==> src/verilog/tsal_pkg.sv <==
`default_nettype none
package tsal_pkg;

	// Values taken after power-up and after a general-call reset
	localparam logic [15:0] LOW_LIMIT_RST  = 16'h4b00;
	localparam logic [15:0] HIGH_LIMIT_RST = 16'h5000;
	localparam logic        MODE_RST       = 1'b0;
	localparam logic        POL_RST        = 1'b0;
	localparam logic [1:0]  DEPTH_RST      = 2'h0;

	// Bus bytes and address layout
	localparam logic [7:0] ARA_BYTE      = 8'h19;
	localparam logic [7:0] GC_BYTE       = 8'h00;
	localparam logic [7:0] GC_CMD_LATCH  = 8'h04;
	localparam logic [7:0] GC_CMD_RESET  = 8'h06;
	localparam logic [3:0] ADDR_UPPER    = 4'h9;
	localparam logic [3:0] BYTE_BITS     = 4'h8;

	// Cycles after reset release before the address pins are caught
	localparam logic [1:0] STRAP_WAIT    = 2'h2;

	// Timing
	localparam int CLK_PERIOD_NS       = 50;
	localparam int BUS_TIMEOUT_NS_DEF  = 30000000;
	localparam int POR_TIME_NS_DEF     = 500000;

	typedef enum logic [3:0] {
		ST_IDLE,
		ST_ADDR,
		ST_ACK_ARA,
		ST_ACK_GC,
		ST_ACK_OWN,
		ST_GC_CMD,
		ST_ACK_CMD,
		ST_ARA_TX,
		ST_IGNORE
	} tsal_state_t;

	// Consecutive faults needed for each queue depth code
	function automatic logic [2:0] tsal_depth(input logic [1:0] code);
		logic [2:0] n;
		n = 3'h1;
		unique case (code)
			2'h0: n = 3'h1;
			2'h1: n = 3'h2;
			2'h2: n = 3'h4;
			2'h3: n = 3'h6;
		endcase
		return n;
	endfunction

endpackage
`default_nettype wire

==> src/verilog/tsal_fault_q.sv <==
`timescale 1ns/100ps
`default_nettype none
module tsal_fault_q
	import tsal_pkg::*;
(
	input  wire logic       clk_in,
	input  wire logic       nrst_in,
	input  wire logic       ce_in,
	input  wire logic       clr_in,
	input  wire logic       sample_in,
	input  wire logic       fault_in,
	input  wire logic [1:0] depth_in,
	output logic            hit_out
);

	logic [2:0] count_reg;

	// Queue reaches depth on this faulty sample
	assign hit_out = sample_in && fault_in && !clr_in
		&& ((count_reg + 3'h1) >= tsal_depth(depth_in));

	always_ff @(posedge clk_in)
	begin
		if (!nrst_in)
			count_reg <= 3'h0;
		else if (ce_in)
		begin
			if (clr_in || hit_out)
				count_reg <= 3'h0;
			else if (sample_in)
				count_reg <= fault_in ? count_reg + 3'h1 : 3'h0;
		end
	end
endmodule
`default_nettype wire

==> src/verilog/tsal_alert_core.sv <==
// Functional notes
// Reset loads low 4b00h, high 5000h
// Controller keeps high limit above low limit
// Changing either limit clears fault counter
// Bus alert only in interrupt, active-low
// Alerting device acknowledges alert response byte
// Then sends address 1001 plus pins
// Eighth bit: one high, zero low
// Arbitration: lowest address wins
// Winner releases alert after sending address
// Loser does not acknowledge, keeps alert
// Controller repeats alert response until clear
// Clock low too long resets interface
// Fresh start recognised before maximum timeout
// General call only with write bit
// Acknowledge general call, await command
// Command 04h re-latches address pins
// Command 06h re-latches and resets
// Reset restores defaults, busy bounded time
// Mode bit: zero comparator, one interrupt
// Polarity bit: zero low, one high
// Alarm after 1, 2, 4, 6 faults
// Address drive only low, stop on loss
// Timeout counter threshold is a parameter
// No own-address acknowledge while resetting
`timescale 1ns/100ps
`default_nettype none
module tsal_alert_core
	import tsal_pkg::*;
#(
	parameter int BUS_TIMEOUT_NS = BUS_TIMEOUT_NS_DEF,
	parameter int POR_TIME_NS    = POR_TIME_NS_DEF
)
(
	input  wire logic        CLOCK_IN,
	input  wire logic        NRST_IN,
	input  wire logic        CE_IN,
	input  wire logic        SCL_IN,
	input  wire logic        SDA_IN,
	output logic             SDA_OUT,
	output logic             SDA_OE_OUT,
	input  wire logic [2:0]  ADDRESS_SELECT_PINS_IN,
	input  wire logic        CFG_WR_IN,
	input  wire logic        THERMOSTAT_MODE_SELECT_IN,
	input  wire logic        ALARM_POLARITY_IN,
	input  wire logic [1:0]  FAULT_QUEUE_DEPTH_IN,
	input  wire logic        LOW_LIMIT_WR_IN,
	input  wire logic        HIGH_LIMIT_WR_IN,
	input  wire logic [15:0] LIMIT_DATA_IN,
	input  wire logic        TEMP_VALID_IN,
	input  wire logic [15:0] TEMP_IN,
	output logic [15:0]      LOW_LIMIT_OUT,
	output logic [15:0]      HIGH_LIMIT_OUT,
	output logic [6:0]       SLAVE_ADDR_OUT,
	output logic             ALERT_OUT,
	output logic             BUSY_OUT
);

	// Timeout threshold sits between the bus minimum and maximum
	localparam int TO_CYC  = BUS_TIMEOUT_NS / CLK_PERIOD_NS;
	localparam int TO_W    = $clog2(TO_CYC + 1);
	localparam int POR_CYC = POR_TIME_NS / CLK_PERIOD_NS;
	localparam int POR_W   = $clog2(POR_CYC + 1);

	logic [1:0]      scl_sync_reg;
	logic [1:0]      sda_sync_reg;
	logic [2:0]      pin_sync1_reg;
	logic [2:0]      pin_sync2_reg;
	logic            scl_d_reg;
	logic            sda_d_reg;
	logic [1:0]      strap_wait_reg;
	logic [2:0]      addr_reg;
	tsal_state_t     state_reg;
	logic [7:0]      shift_reg;
	logic [7:0]      tx_reg;
	logic [3:0]      bit_cnt_reg;
	logic            sda_oe_reg;
	logic [TO_W-1:0] scl_low_cnt_reg;
	logic [POR_W-1:0] busy_cnt_reg;
	logic            busy_reg;
	logic [15:0]     low_reg;
	logic [15:0]     high_reg;
	logic            mode_reg;
	logic            pol_reg;
	logic [1:0]      depth_reg;
	logic            comp_state_reg;
	logic            look_high_reg;
	logic            alert_pend_reg;
	logic            limit_bit_reg;
	logic            alert_out_reg;

	logic scl_s;
	logic sda_s;
	logic scl_rise;
	logic scl_fall;
	logic start_seen;
	logic stop_seen;
	logic timeout;
	logic ara_en;
	logic ara_win;
	logic gc_exec;
	logic gc_latch;
	logic gc_reset;
	logic limit_chg;
	logic target_high;
	logic fault;
	logic fault_hit;
	logic alarm_active;

	assign scl_s      = scl_sync_reg[1];
	assign sda_s      = sda_sync_reg[1];
	assign scl_rise   = scl_s && !scl_d_reg;
	assign scl_fall   = !scl_s && scl_d_reg;
	assign start_seen = scl_s && scl_d_reg && sda_d_reg && !sda_s;
	assign stop_seen  = scl_s && scl_d_reg && !sda_d_reg && sda_s;
	assign timeout    = scl_low_cnt_reg == TO_W'(TO_CYC);
	assign ara_en     = mode_reg && !pol_reg;
	assign ara_win    = state_reg == ST_ARA_TX && scl_fall
		&& bit_cnt_reg == BYTE_BITS;
	assign gc_exec    = state_reg == ST_ACK_CMD && scl_fall;
	assign gc_latch   = gc_exec && (shift_reg == GC_CMD_LATCH
		|| shift_reg == GC_CMD_RESET);
	assign gc_reset   = gc_exec && shift_reg == GC_CMD_RESET;
	assign limit_chg  = (LOW_LIMIT_WR_IN && LIMIT_DATA_IN != low_reg)
		|| (HIGH_LIMIT_WR_IN && LIMIT_DATA_IN != high_reg);

	// Pins from outside the clock domain
	always_ff @(posedge CLOCK_IN)
	begin
		if (!NRST_IN)
		begin
			scl_sync_reg <= 2'h3;
			sda_sync_reg <= 2'h3;
			scl_d_reg    <= 1'b1;
			sda_d_reg    <= 1'b1;
		end
		else if (CE_IN)
		begin
			scl_sync_reg <= {scl_sync_reg[0], SCL_IN};
			sda_sync_reg <= {sda_sync_reg[0], SDA_IN};
			scl_d_reg    <= scl_s;
			sda_d_reg    <= sda_s;
		end
	end

	// Straps keep sampling in reset so the first latch sees them
	always_ff @(posedge CLOCK_IN)
	begin
		if (CE_IN)
		begin
			pin_sync1_reg <= ADDRESS_SELECT_PINS_IN;
			pin_sync2_reg <= pin_sync1_reg;
		end
	end

	// Address pins caught after reset release and on general-call commands 04h and 06h
	always_ff @(posedge CLOCK_IN)
	begin
		if (!NRST_IN)
		begin
			strap_wait_reg <= 2'h0;
			addr_reg       <= 3'h0;
		end
		else if (CE_IN)
		begin
			if (strap_wait_reg != STRAP_WAIT)
				strap_wait_reg <= strap_wait_reg + 2'h1;
			if (strap_wait_reg == STRAP_WAIT - 2'h1 || gc_latch)
				addr_reg <= pin_sync2_reg;
		end
	end

	// Clock-low timeout counter
	always_ff @(posedge CLOCK_IN)
	begin
		if (!NRST_IN)
			scl_low_cnt_reg <= '0;
		else if (CE_IN)
		begin
			if (scl_s)
				scl_low_cnt_reg <= '0;
			else if (!timeout)
				scl_low_cnt_reg <= scl_low_cnt_reg + TO_W'(1);
		end
	end

	// Serial interface
	always_ff @(posedge CLOCK_IN)
	begin
		if (!NRST_IN)
		begin
			state_reg   <= ST_IDLE;
			shift_reg   <= 8'h00;
			tx_reg      <= 8'h00;
			bit_cnt_reg <= 4'h0;
			sda_oe_reg  <= 1'b0;
		end
		else if (CE_IN)
		begin
			if (timeout)
			begin
				// Back to idle so the next start is seen at once
				state_reg  <= ST_IDLE;
				sda_oe_reg <= 1'b0;
			end
			else if (start_seen)
			begin
				state_reg   <= ST_ADDR;
				bit_cnt_reg <= 4'h0;
				sda_oe_reg  <= 1'b0;
			end
			else if (stop_seen)
			begin
				state_reg  <= ST_IDLE;
				sda_oe_reg <= 1'b0;
			end
			else
			begin
				unique case (state_reg)
					ST_IDLE, ST_IGNORE:
						sda_oe_reg <= 1'b0;
					ST_ADDR, ST_GC_CMD:
						if (scl_rise)
						begin
							shift_reg   <= {shift_reg[6:0], sda_s};
							bit_cnt_reg <= bit_cnt_reg + 4'h1;
						end
						else if (scl_fall && bit_cnt_reg == BYTE_BITS)
						begin
							sda_oe_reg <= 1'b1;
							if (state_reg == ST_GC_CMD)
								state_reg <= ST_ACK_CMD;
							else if (shift_reg == ARA_BYTE && ara_en
								&& alert_pend_reg)
								state_reg <= ST_ACK_ARA;
							else if (shift_reg == GC_BYTE)
								state_reg <= ST_ACK_GC;
							else if (shift_reg[7:1] == {ADDR_UPPER, addr_reg}
								&& !busy_reg)
								state_reg <= ST_ACK_OWN;
							else
							begin
								state_reg  <= ST_IGNORE;
								sda_oe_reg <= 1'b0;
							end
						end
					ST_ACK_ARA:
						if (scl_fall)
						begin
							state_reg   <= ST_ARA_TX;
							bit_cnt_reg <= 4'h0;
							tx_reg      <= {ADDR_UPPER, addr_reg,
								limit_bit_reg};
							sda_oe_reg  <= !ADDR_UPPER[3];
						end
					ST_ACK_GC:
						if (scl_fall)
						begin
							state_reg   <= ST_GC_CMD;
							bit_cnt_reg <= 4'h0;
							sda_oe_reg  <= 1'b0;
						end
					ST_ACK_OWN, ST_ACK_CMD:
						if (scl_fall)
						begin
							state_reg  <= ST_IGNORE;
							sda_oe_reg <= 1'b0;
						end
					ST_ARA_TX:
						if (scl_rise)
						begin
							if (tx_reg[7] && !sda_s)
							begin
								// Lost to a lower address
								state_reg  <= ST_IGNORE;
								sda_oe_reg <= 1'b0;
							end
							else
								bit_cnt_reg <= bit_cnt_reg + 4'h1;
						end
						else if (scl_fall)
						begin
							if (bit_cnt_reg == BYTE_BITS)
							begin
								state_reg  <= ST_IGNORE;
								sda_oe_reg <= 1'b0;
							end
							else
							begin
								tx_reg     <= {tx_reg[6:0], 1'b0};
								sda_oe_reg <= !tx_reg[6];
							end
						end
				endcase
			end
		end
	end

	// General-call reset busy window
	always_ff @(posedge CLOCK_IN)
	begin
		if (!NRST_IN)
		begin
			busy_cnt_reg <= '0;
			busy_reg     <= 1'b0;
		end
		else if (CE_IN)
		begin
			if (gc_reset)
			begin
				busy_cnt_reg <= POR_W'(POR_CYC - 1);
				busy_reg     <= 1'b1;
			end
			else if (busy_cnt_reg != '0)
				busy_cnt_reg <= busy_cnt_reg - POR_W'(1);
			else
				busy_reg <= 1'b0;
		end
	end

	// Limits and configuration
	always_ff @(posedge CLOCK_IN)
	begin
		if (!NRST_IN || (CE_IN && busy_reg))
		begin
			low_reg   <= LOW_LIMIT_RST;
			high_reg  <= HIGH_LIMIT_RST;
			mode_reg  <= MODE_RST;
			pol_reg   <= POL_RST;
			depth_reg <= DEPTH_RST;
		end
		else if (CE_IN)
		begin
			if (LOW_LIMIT_WR_IN)
				low_reg <= LIMIT_DATA_IN;
			if (HIGH_LIMIT_WR_IN)
				high_reg <= LIMIT_DATA_IN;
			if (CFG_WR_IN)
			begin
				mode_reg  <= THERMOSTAT_MODE_SELECT_IN;
				pol_reg   <= ALARM_POLARITY_IN;
				depth_reg <= FAULT_QUEUE_DEPTH_IN;
			end
		end
	end

	// Limit under watch: high until tripped, then low
	assign target_high = mode_reg ? look_high_reg : !comp_state_reg;
	assign fault = target_high
		? $signed(TEMP_IN) >= $signed(high_reg)
		: $signed(TEMP_IN) < $signed(low_reg);

	tsal_fault_q u_fault_q (
		.clk_in    (CLOCK_IN),
		.nrst_in   (NRST_IN),
		.ce_in     (CE_IN),
		.clr_in    (limit_chg || busy_reg),
		.sample_in (TEMP_VALID_IN),
		.fault_in  (fault),
		.depth_in  (depth_reg),
		.hit_out   (fault_hit)
	);

	// Alarm state; a new event beats a same-cycle clear
	always_ff @(posedge CLOCK_IN)
	begin
		if (!NRST_IN || (CE_IN && busy_reg))
		begin
			comp_state_reg <= 1'b0;
			look_high_reg  <= 1'b1;
			alert_pend_reg <= 1'b0;
			limit_bit_reg  <= 1'b0;
		end
		else if (CE_IN)
		begin
			if (fault_hit && !mode_reg)
				comp_state_reg <= !comp_state_reg;
			if (fault_hit && mode_reg)
			begin
				alert_pend_reg <= 1'b1;
				limit_bit_reg  <= target_high;
				look_high_reg  <= !look_high_reg;
			end
			else if (ara_win)
				alert_pend_reg <= 1'b0;
		end
	end

	assign alarm_active = mode_reg ? alert_pend_reg : comp_state_reg;

	always_ff @(posedge CLOCK_IN)
	begin
		if (!NRST_IN)
			alert_out_reg <= 1'b1;
		else if (CE_IN)
			alert_out_reg <= pol_reg ? alarm_active : !alarm_active;
	end

	assign SDA_OUT        = 1'b0;
	assign SDA_OE_OUT     = sda_oe_reg;
	assign LOW_LIMIT_OUT  = low_reg;
	assign HIGH_LIMIT_OUT = high_reg;
	assign SLAVE_ADDR_OUT = {ADDR_UPPER, addr_reg};
	assign ALERT_OUT      = alert_out_reg;
	assign BUSY_OUT       = busy_reg;
endmodule
`default_nettype wire

==> config.mk <==
export PLATFORM = sky130hd
export DESIGN_NAME = tsal_alert_core
export DESIGN_NICKNAME = d
export VERILOG_FILES = /design/src/verilog/tsal_pkg.sv /design/src/verilog/tsal_fault_q.sv /design/src/verilog/tsal_alert_core.sv
export SDC_FILE = /design/constraint.sdc
export NUM_CORES = 1
export LEC_CHECK = 0
export BUFFER_PORTS_ARGS = -buffer_cell sky130_fd_sc_hd__clkbuf_2
export CAP_MARGIN = 5
export CORE_ASPECT_RATIO = 2
export CORE_MARGIN = 8
export CORE_UTILIZATION = 50
export CTS_BUF_LIST = sky130_fd_sc_hd__clkbuf_4
export CTS_CLUSTER_DIAMETER = 80
export DETAILED_ROUTE_END_ITERATION = 12
export GPL_TIMING_DRIVEN = 0
export PLACE_DENSITY = 0.71
export SETUP_SLACK_MARGIN = 0.4
export SLEW_MARGIN = 20
export SYNTH_ARGS = -nofsm -noshare
export SYNTH_HDL_FRONTEND = slang
export SYNTH_SLANG_ARGS = --single-unit
==> constraint.sdc <==
create_clock -name CLOCK_IN -period 3.74 [get_ports CLOCK_IN]
set_clock_uncertainty 0.2 [all_clocks]
set_input_delay 0.561 -clock CLOCK_IN [delete_from_list [all_inputs] [get_ports CLOCK_IN]]
set_output_delay 0.561 -clock CLOCK_IN [all_outputs]
set_load 0.02 [all_outputs]
==> metrics.txt, run 1 <==
status=finished clean; clock-pin slew on the worst setup and hold paths=0.13 ns; Fmax achieved=roughly 320 MHz; Initial Util=between 50% and 60%; leading area contributor after synthesis=dfxtp_1; Avg WL per Cell=16.0 µm; Worst Path Required=3.98 ns; Die W=~100 µm; post-CTS setup buffers=0; first-pass GRT wire length=about 29000 µm; number of antenna violations at the first check in global routing=1; TritonCTS clock tree=built; sequential area share after synthesis=36.9%; setup slack after layout=roughly 0.62 ns; total power=2.69 mW; worst hold path startpoint=SDA_IN; Final Cell Area=0.00767 mm²; global-route congestion overflow total=0; post-route ant nets=0; power density relative to cell area=351 mW/mm²; ys async rst share=0%; most frequent cell after synthesis=nand2_1; clk sinks=121; Routed WL=17500 µm; vias in the first global route=5944; crit path cell chain=inv_1, ha_1, nand4_1, nor3_1, or3_1, o31a_1, a2111oi_0, nand2_1, a31o_2; Crit Path Max Fanout=4; Final Hold Violating Endpoints=0; Vias=just over 6000; via/cell ratio=5.57; Root Driver=clkbuf_4; Post-synth top cells=126 x nand2_1, 115 x dfxtp_1, 66 x a21oi_1, 64 x nor2_1, 54 x inv_1; floorplan core area=about 0.013 mm²; GRT Total Usage=between 10% and 20%; post-synth top area share=approximately a third; synthesized flop and latch total=about 120; CP Launch Point=LOW_LIMIT_OUT[15]; largest net degree at the start of global routing=17; P_leak=3.09 nW; worst vdd ir=0.000248 V; max FFs per register=20; PortBufs=85; Max-Cap Viols=0; Max-slew headroom=between 50% and 60%; Area contributors post-synth=dfxtp_1 34%, ha_1 8.6%, nand2_1 7.0%, xnor2_1 6.0%, a21oi_1 4.9%; Syn Inst Count=813; die height=180 µm; fin crit period=around 3.1 ns; max incr delay on CP=a little under 0.6 ns; EDFF count, synth=6; Slowest cell on crit path=a2111oi_0; RSZ-0062 raised after global routing=no; Worst Max-Slew Pin Slew=0.693 ns; Crit Reg-Reg Startpoint=LOW_LIMIT_OUT[15]; min-delay worst type=input port to register; I/O Pins=91; DR iter-0 viols=between 300 and 400; later-pin clock latency in the skew report=approximately 0.56 ns; dpl ws=roughly 0.44 ns; Worst setup SP type=register; dpl hpwl=13200 µm; Syn Std Cell Area=0.00673 mm²; utilization after layout=between 50% and 60%; placed insts=between 1000 and 1500; data arrival time of the worst path=3.36 ns; num rows=60; NumNets Final=1018; CP Capture Type=register; DRT Pass-1 Iters=5; synthesis-to-finish area growth=14.0%; Placed Area=approximately 0.0074 mm²; Final Setup Violations=0; number of distinct library cells after synthesis=between 70 and 80; Top FF cell, synth=dfxtp_1; YS warnings=0; DRC=0; hold slack=roughly 0.031 ns; die area=0.0176 mm²; WS Path Type=register to register; share of cells above drive strength 1=between 10 and 15%; H-tree depth=4; CTS buffer count=17; final setup TNS=0 ns; fin. max-slew vios=0; syn avg cell area=~8.3 µm²; fin crit share=a little over four fifths; Post-Layout Cell Count=approximately 1100; CTS max path bufs=2; gp weighted congestion=0.920
worst max-delay path: cells and delay by family (launching register included):
family	cells	cell delay, ns
AOI/OAI and AO/OA	3	1.15
and+or+nand+nor	4	0.81
DFF	1	0.46
adders and majority gates	1	0.33
buffers and inverters	1	0.08
layout by cell type, fill, tap and decap left out, types with 4 or more instances in the layout:
| cell type | count |
|---|---|
| nand4_1 | 19 |
| or2_2 | 4 |
| xor2_1 | 20 |
| and3_1 | 8 |
| dfxtp_1 | 115 |
| nand2b_1 | 10 |
| clkbuf_2 | 85 |
| and2_1 | 4 |
| a211oi_1 | 4 |
| a311oi_1 | 4 |
| inv_1 | 54 |
| nor4_1 | 7 |
| edfxtp_1 | 6 |
| conb_1 | 5 |
| buf_4 | 5 |
| clkbuf_1 | 23 |
| o41ai_1 | 4 |
| a21boi_0 | 4 |
| nor3_1 | 12 |
| mux2i_1 | 20 |
| inv_6 | 6 |
| o211ai_1 | 10 |
| clkbuf_4 | 17 |
| nor2_1 | 64 |
| buf_1 | 4 |
| xnor2_1 | 46 |
| ha_1 | 46 |
| nand2_1 | 126 |
| or3_1 | 4 |
| and4_1 | 4 |
| nand3_1 | 26 |
| nor2b_1 | 17 |
| dlygate4sd3_1 | 4 |
| o21ai_0 | 17 |
| a21oi_1 | 66 |
routing by layer:
metal	share of wire (%)	vias up	GRT usage, %
met1	45	2834	25.0
met2	47	198	32.0
met5	0	-	0
met4	2.4	0	8.55
met3	5.4	38	4.30
li1	-	3021	-
final timing paths:
kind	to	slack, ns	cells past startpoint
hold / removal	sda_sync_reg[0]	0.03	3
hold reg to reg	pin_sync2_reg[2]	0.24	0
setup / recovery	limit_bit_reg	0.62	9
setup reg to reg	limit_bit_reg	0.62	9
cell families after synthesis:
group	synth area share [%]
adder cells (fa/ha/maj)	8.55
other	0.112
AO/OA/AOI/OAI	14.0
multiplexers	2.98
buffers and inverters	5.30
flip-flops	36.9
AND/OR/NAND/NOR	23.6
XOR/XNOR	8.59
cell type report:
class | instances | area (µm²)
Inverter | 55 | 206
Clock inverter | 15 | 138
Antenna cell | 1 | 2.50
Tap cell | 155 | 194
Sequential cell | 121 | 2480
Clock buffer | 17 | 128
Timing Repair Buffer | 89 | 465
Fill cell | 1247 | 5620
Buffer | 33 | 150
Multi-Input combinational cell | 607 | 3900
power breakdown:
part | internal [mW] | total, mW | switching, mW
Clock | 0.341 | 0.905 | 0.564
Combinational | 0.159 | 0.412 | 0.253
Sequential | 1.34 | 1.38 | 0.0394
Total | 1.84 | 2.69 | 0.856
what timing repair did:
item / CTS / global route
endpoints found under the hold margin: 4 / 0
endpoints found under the setup margin: 0 / 1
hold buffers: 4 / 0
gates resized for setup: 0 / 1
Power figures use the tool's default switching activity.
==> inputs of run 2 (changes only) <==
Clock period 3.74 ns to 3.19 ns, I/O delays scaled along.
==> metrics.txt, run 2 (same netlist as run 1, synthesis figures left out) <==
commonest non-fill, non-tap cell in the layout=nand2_1 (unchanged); NumNets Final=1042 (was 1018); PortBufs=85 (unchanged); Routed WL=18400 µm (was 17500 µm); largest net degree at the start of global routing=17 (unchanged); floorplan core area=0.0133 mm² (unchanged); DRT Pass-1 Iters=6 (was 5); Crit Path Max Fanout=7 (was 4); max FFs per register=20 (unchanged); CTS buffer count=17 (unchanged); total power=3.22 mW (was 2.69 mW); clock-pin slew on the worst setup and hold paths=0.12 ns (was 0.13 ns); first-pass GRT wire length=29400 µm (was 28800 µm); Max-Cap Viols=0 (unchanged); Worst setup SP type=register (unchanged); Fmax achieved=368 MHz (was 320 MHz); later-pin clock latency in the skew report=0.58 ns (was 0.56 ns); Max-slew headroom=53.5% (was 53.8%); num rows=60 (unchanged); global-route congestion overflow total=0 (unchanged); CP Capture Type=register (unchanged); dpl hpwl=13200 µm (unchanged); P_leak=3.25 nW (was 3.09 nW); I/O Pins=91 (unchanged); DRC=0 (unchanged); DR iter-0 viols=334 (was 377); Root Driver=clkbuf_4 (unchanged); power density relative to cell area=398 mW/mm² (was 351 mW/mm²); worst vdd ir=0.000305 V (was 0.000248 V); commonest cells after routing, fill and taps aside=126 x nand2_1, 107 x dfxtp_1, 87 x clkbuf_2, 65 x a21oi_1, 64 x nor2_1 (was 126 x nand2_1, 115 x dfxtp_1, 85 x clkbuf_2, 66 x a21oi_1, 64 x nor2_1); WS Path Type=register to register (unchanged); die area=0.0176 mm² (unchanged); vias in the first global route=6083 (was 5944); gp weighted congestion=0.920 (unchanged); share of cells above drive strength 1=18.0% (was 14.7%); Final Hold Violating Endpoints=0 (unchanged); utilization after layout=60.8% (was 57.7%); Vias=6213 (was 6091); number of antenna violations at the first check in global routing=2 (was 1); CTS max path bufs=2 (unchanged); GRT Total Usage=20.4% (was 19.9%); status=finished clean (unchanged); Avg WL per Cell=16.4 µm (was 16.0 µm); RSZ-0062 raised after global routing=yes (was no); min-delay worst type=input port to register (unchanged); data arrival time of the worst path=2.98 ns (was 3.36 ns); Final Setup Violations=0 (unchanged); Initial Util=50.6% (unchanged); synthesis-to-finish area growth=20.1% (was 14.0%); Worst Path Required=3.46 ns (was 3.98 ns); Worst Max-Slew Pin Slew=0.693 ns (about the same); post-route ant nets=0 (unchanged); via/cell ratio=5.56 (was 5.57); clk sinks=121 (unchanged); Die W=98.0 µm (unchanged); H-tree depth=4 (unchanged); TritonCTS clock tree=built (unchanged); fin. max-slew vios=0 (unchanged); hold slack=0.00932 ns (was 0.0309 ns); fin crit share=85.2% (was 83.4%); die height=180 µm (unchanged); fin crit period=2.72 ns (was 3.12 ns)
[run 2: cell types whose count changed in the layout (fill, tap and decap cells not counted), sizes merged]
cell / before / now
buf: 10 / 15
diode: 1 / 2
dlygate4sd3: 4 / 23
[run 2: worst max-delay path: stages (launching register included)]
cell      delay, ns
dfxtp_1        0.38
inv_1          0.18
nor2_1         0.12
and3_1         0.19
clkbuf_1       0.21
a221o_1        0.43
a311oi_2       0.57
a21boi_0       0.25
o31ai_1        0.09
[run 2: worst paths after layout]
path	end	cells after the start	startpoint	slack (ns)
worst max-delay path	state_reg[2]	8	state_reg[0]	0.47
worst min-delay path	HIGH_LIMIT_OUT[4]	3	LIMIT_DATA_IN[4]	0.009
worst max register to register	state_reg[2]	8	state_reg[0]	0.47
worst min register to register	pin_sync2_reg[2]	0	pin_sync1_reg[2]	0.24
[run 2: cell type report]
| cell class | count | area, µm² |
|---|---|---|
| Fill cell | 1187 | 5210 |
| Multi-Input combinational cell | 607 | 4060 |
| Inverter | 55 | 206 |
| Timing Repair Buffer | 113 | 693 |
| Tap cell | 155 | 194 |
| Clock buffer | 17 | 128 |
| Buffer | 33 | 156 |
| Antenna cell | 2 | 5.00 |
| Clock inverter | 15 | 138 |
| Sequential cell | 121 | 2500 |
[run 2: through the flow]
step / setup slack (ns) / area (µm²) / TNS (ns) / cells
after floorplan: 0.426 / 6740 / 0 / 816
after global placement: 0.0106 / 7360 / 0 / 1056
after detailed placement: -0.0276 / 7360 / -0.0679 / 1056
after CTS: 0.365 / 7880 / 0 / 1111
after global routing: 0.329 / 8080 / 0 / 1118
final: 0.474 / 8080 / 0 / 1118
[run 2: what timing repair did]
item                                    4_1_cts  5_1_grt
pin swaps                                     0       10
resized for setup                             8       34
hold buffers                                 23        0
endpoints found under the setup margin        6       31
endpoints found under the hold margin        29        0
setup buffers                                 0        5
[run 2: routing by layer]
layer | vias to the layer above | wire length [µm] | global-route usage (%)
li1 | 3067 | - | -
met1 | 2883 | 7970 | 25.0
met2 | 212 | 8770 | 32.9
met3 | 51 | 1100 | 4.68
met4 | 0 | 518 | 9.18
met5 | - | 0 | 0
[run 2: where the power goes]
group | total (mW) | internal (mW) | switching [mW]
sequential | 1.61 | 1.57 | 0.0456
clock | 1.07 | 0.400 | 0.669
combinational | 0.536 | 0.219 | 0.317
==> inputs of run 3 (changes only) <==
Settings changed: REMOVE_ABC_BUFFERS set to 1.
==> metrics.txt, run 3 (same netlist as run 1, synthesis figures left out) <==
largest net degree at the start of global routing=45 (was 17); DRC=0 (unchanged); data arrival time of the worst path=2.92 ns (was 2.98 ns); net switching power=0.924 mW (was 1.03 mW); post-CTS setup buffers=0 (unchanged); later-pin clock latency in the skew report=0.53 ns (was 0.58 ns); Max-slew headroom=35.5% (was 53.5%); Comb pwr share=15.2% (was 16.7%); I/O Pins=91 (unchanged); dpl hpwl=12000 µm (was 13200 µm); P_leak=3.10 nW (was 3.25 nW); status=finished clean (unchanged); fin crit period=2.70 ns (was 2.72 ns); share of cells above drive strength 1=17.0% (was 18.0%); CTS buffer count=17 (unchanged); Worst Max-Slew Pin Slew=0.968 ns (was 0.693 ns); num rows=60 (unchanged); Max-Cap Viols=0 (unchanged); gp weighted congestion=0.871 (was 0.920); Final Setup Violations=0 (unchanged); Top Family by Delay on Critical Path=compound AO/OA/AOI/OAI gates (unchanged); PortBufs=85 (unchanged); die height=180 µm (unchanged); Slowest cell on crit path=dfxtp_2 (was a311oi_2); Post-Layout Cell Count=1072 (was 1118); fin crit share=84.6% (was 85.2%); clk sinks=121 (unchanged); first-pass GRT wire length=28100 µm (was 29400 µm); synthesis-to-finish area growth=15.5% (was 20.1%); DR iter-0 viols=249 (was 334); Avg WL per Cell=15.7 µm (was 16.4 µm); placed insts=1023 (was 1056); Vias=5980 (was 6213); Pint=2.26 mW (was 2.19 mW); Die W=98.0 µm (unchanged); Final Hold Violating Endpoints=0 (unchanged); Worst setup SP type=register (unchanged); commonest non-fill, non-tap cell in the layout=nand2_1 (unchanged); Routed WL=16800 µm (was 18400 µm); number of antenna violations at the first check in global routing=1 (was 2); clock-pin slew on the worst setup and hold paths=0.11 ns (was 0.12 ns); max incr delay on CP=0.39 ns (was 0.57 ns); TritonCTS clock tree=built (unchanged); worst reg2reg setup slack=0.49 ns (was 0.47 ns); worst vdd ir=0.000292 V (was 0.000305 V); crit path cell chain=inv_1, ha_1, nand4_1, nor3_1, or3_1, o31a_1, a2111oi_4, nand2_1, a31o_2 (was inv_1, nor2_1, and3_1, clkbuf_1, a221o_1, a311oi_2, a21boi_0, o31ai_1); post-route ant nets=0 (unchanged); max FFs per register=20 (unchanged); Fmax achieved=370 MHz (was 368 MHz); NumNets Final=997 (was 1042); global-route congestion overflow total=0 (unchanged); power density relative to cell area=410 mW/mm² (was 398 mW/mm²); Final Cell Area=0.00777 mm² (was 0.00808 mm²); RSZ-0062 raised after global routing=yes (unchanged); via/cell ratio=5.58 (was 5.56); Placed Area=0.00721 mm² (was 0.00736 mm²); CTS max path bufs=2 (unchanged); Initial Util=50.6% (unchanged); sw frac=29.0% (was 32.1%); floorplan core area=0.0133 mm² (unchanged); commonest cells after routing, fill and taps aside=125 x nand2_1, 105 x dfxtp_1, 85 x clkbuf_2, 66 x a21oi_1, 64 x nor2_1 (was 126 x nand2_1, 107 x dfxtp_1, 87 x clkbuf_2, 65 x a21oi_1, 64 x nor2_1); vias in the first global route=5882 (was 6083); Worst Path Required=3.41 ns (was 3.46 ns); sequential power share=50.8% (was 50.1%); fin. max-slew vios=0 (unchanged); DRT Pass-1 Iters=5 (was 6); GRT Total Usage=19.3% (was 20.4%); H-tree depth=4 (unchanged); CP Capture Type=register (unchanged); Crit Path Max Fanout=4 (was 7); Clock Power Share=34.0% (was 33.2%); WS Path Type=register to register (unchanged); Root Driver=clkbuf_4 (unchanged); CP Buf/Inv Count=1 (was 2); min-delay worst type=input port to register (unchanged); die area=0.0176 mm² (unchanged); Layout fillers=1193 (was 1187)
run 3: path summary, 6_finish.rpt:
path | startpoint | end | cells past startpoint
max reg2reg | LOW_LIMIT_OUT[13] | limit_bit_reg | 9
min reg2reg | pin_sync1_reg[2] | pin_sync2_reg[2] | 0
max | LOW_LIMIT_OUT[13] | limit_bit_reg | 9
min | LIMIT_DATA_IN[5] | HIGH_LIMIT_OUT[5] | 3
run 3: layout make-up:
class	count	area, µm²	area share, %
Inverter	55	208	2.67
Clock inverter	10	104	1.34
Sequential cell	121	2500	32.2
Multi-Input combinational cell	607	4010	51.6
Timing Repair Buffer	101	586	7.54
Clock buffer	22	165	2.13
Tap cell	155	194	2.50
Antenna cell	1	2.50	0.0322
run 3: power groups by stage:
stage | Combinational, mW | Sequential (mW) | Clock, mW
floorplan | 0.260 | 1.67 | 0
global placement | 0.436 | 1.65 | 0
detailed placement | 0.445 | 1.65 | 0
CTS | 0.470 | 1.62 | 1.11
global route | 0.534 | 1.63 | 1.16
finish | 0.482 | 1.62 | 1.08
run 3: routing by layer:
metal | routed length (µm) | global-route usage (%) | part of all wire, %
met4 | 382 | 8.11 | 2.3
met3 | 855 | 4.41 | 5.1
met5 | 0 | 0 | 0
met2 | 8100 | 31.7 | 48
met1 | 7500 | 23.4 | 45
run 3: stage by stage:
stage	hold WS (ns)	utilization (%)	TNS, ns	setup slack (ns)	power [mW]
floorplan	0.200	-	0	0.426	1.93
global placement	0.205	54.2	-0.233	-0.118	2.09
detailed placement	0.209	54.3	-0.582	-0.182	2.10
CTS	0.000912	57.8	0	0.405	3.19
global route	0.00627	58.5	0	0.362	3.32
finish	0.0318	58.5	0	0.491	3.18
run 3: worst reg2reg max path: stages (launching register included):
cell and delay (ns):
dfxtp_2 0.39, inv_1 0.06, ha_1 0.29, nand4_1 0.14, nor3_1 0.07, or3_1 0.37
o31a_1 0.31, a2111oi_4 0.34, nand2_1 0.16, a31o_2 0.27
run 3: timing repair:
action | CTS | global route
gates cloned | 0 | 0
hold buffers | 16 | 0
pin swaps | 1 | 4
hold endpoints to repair | 19 | 0
setup endpoints to repair | 4 | 19
resized for setup | 11 | 23
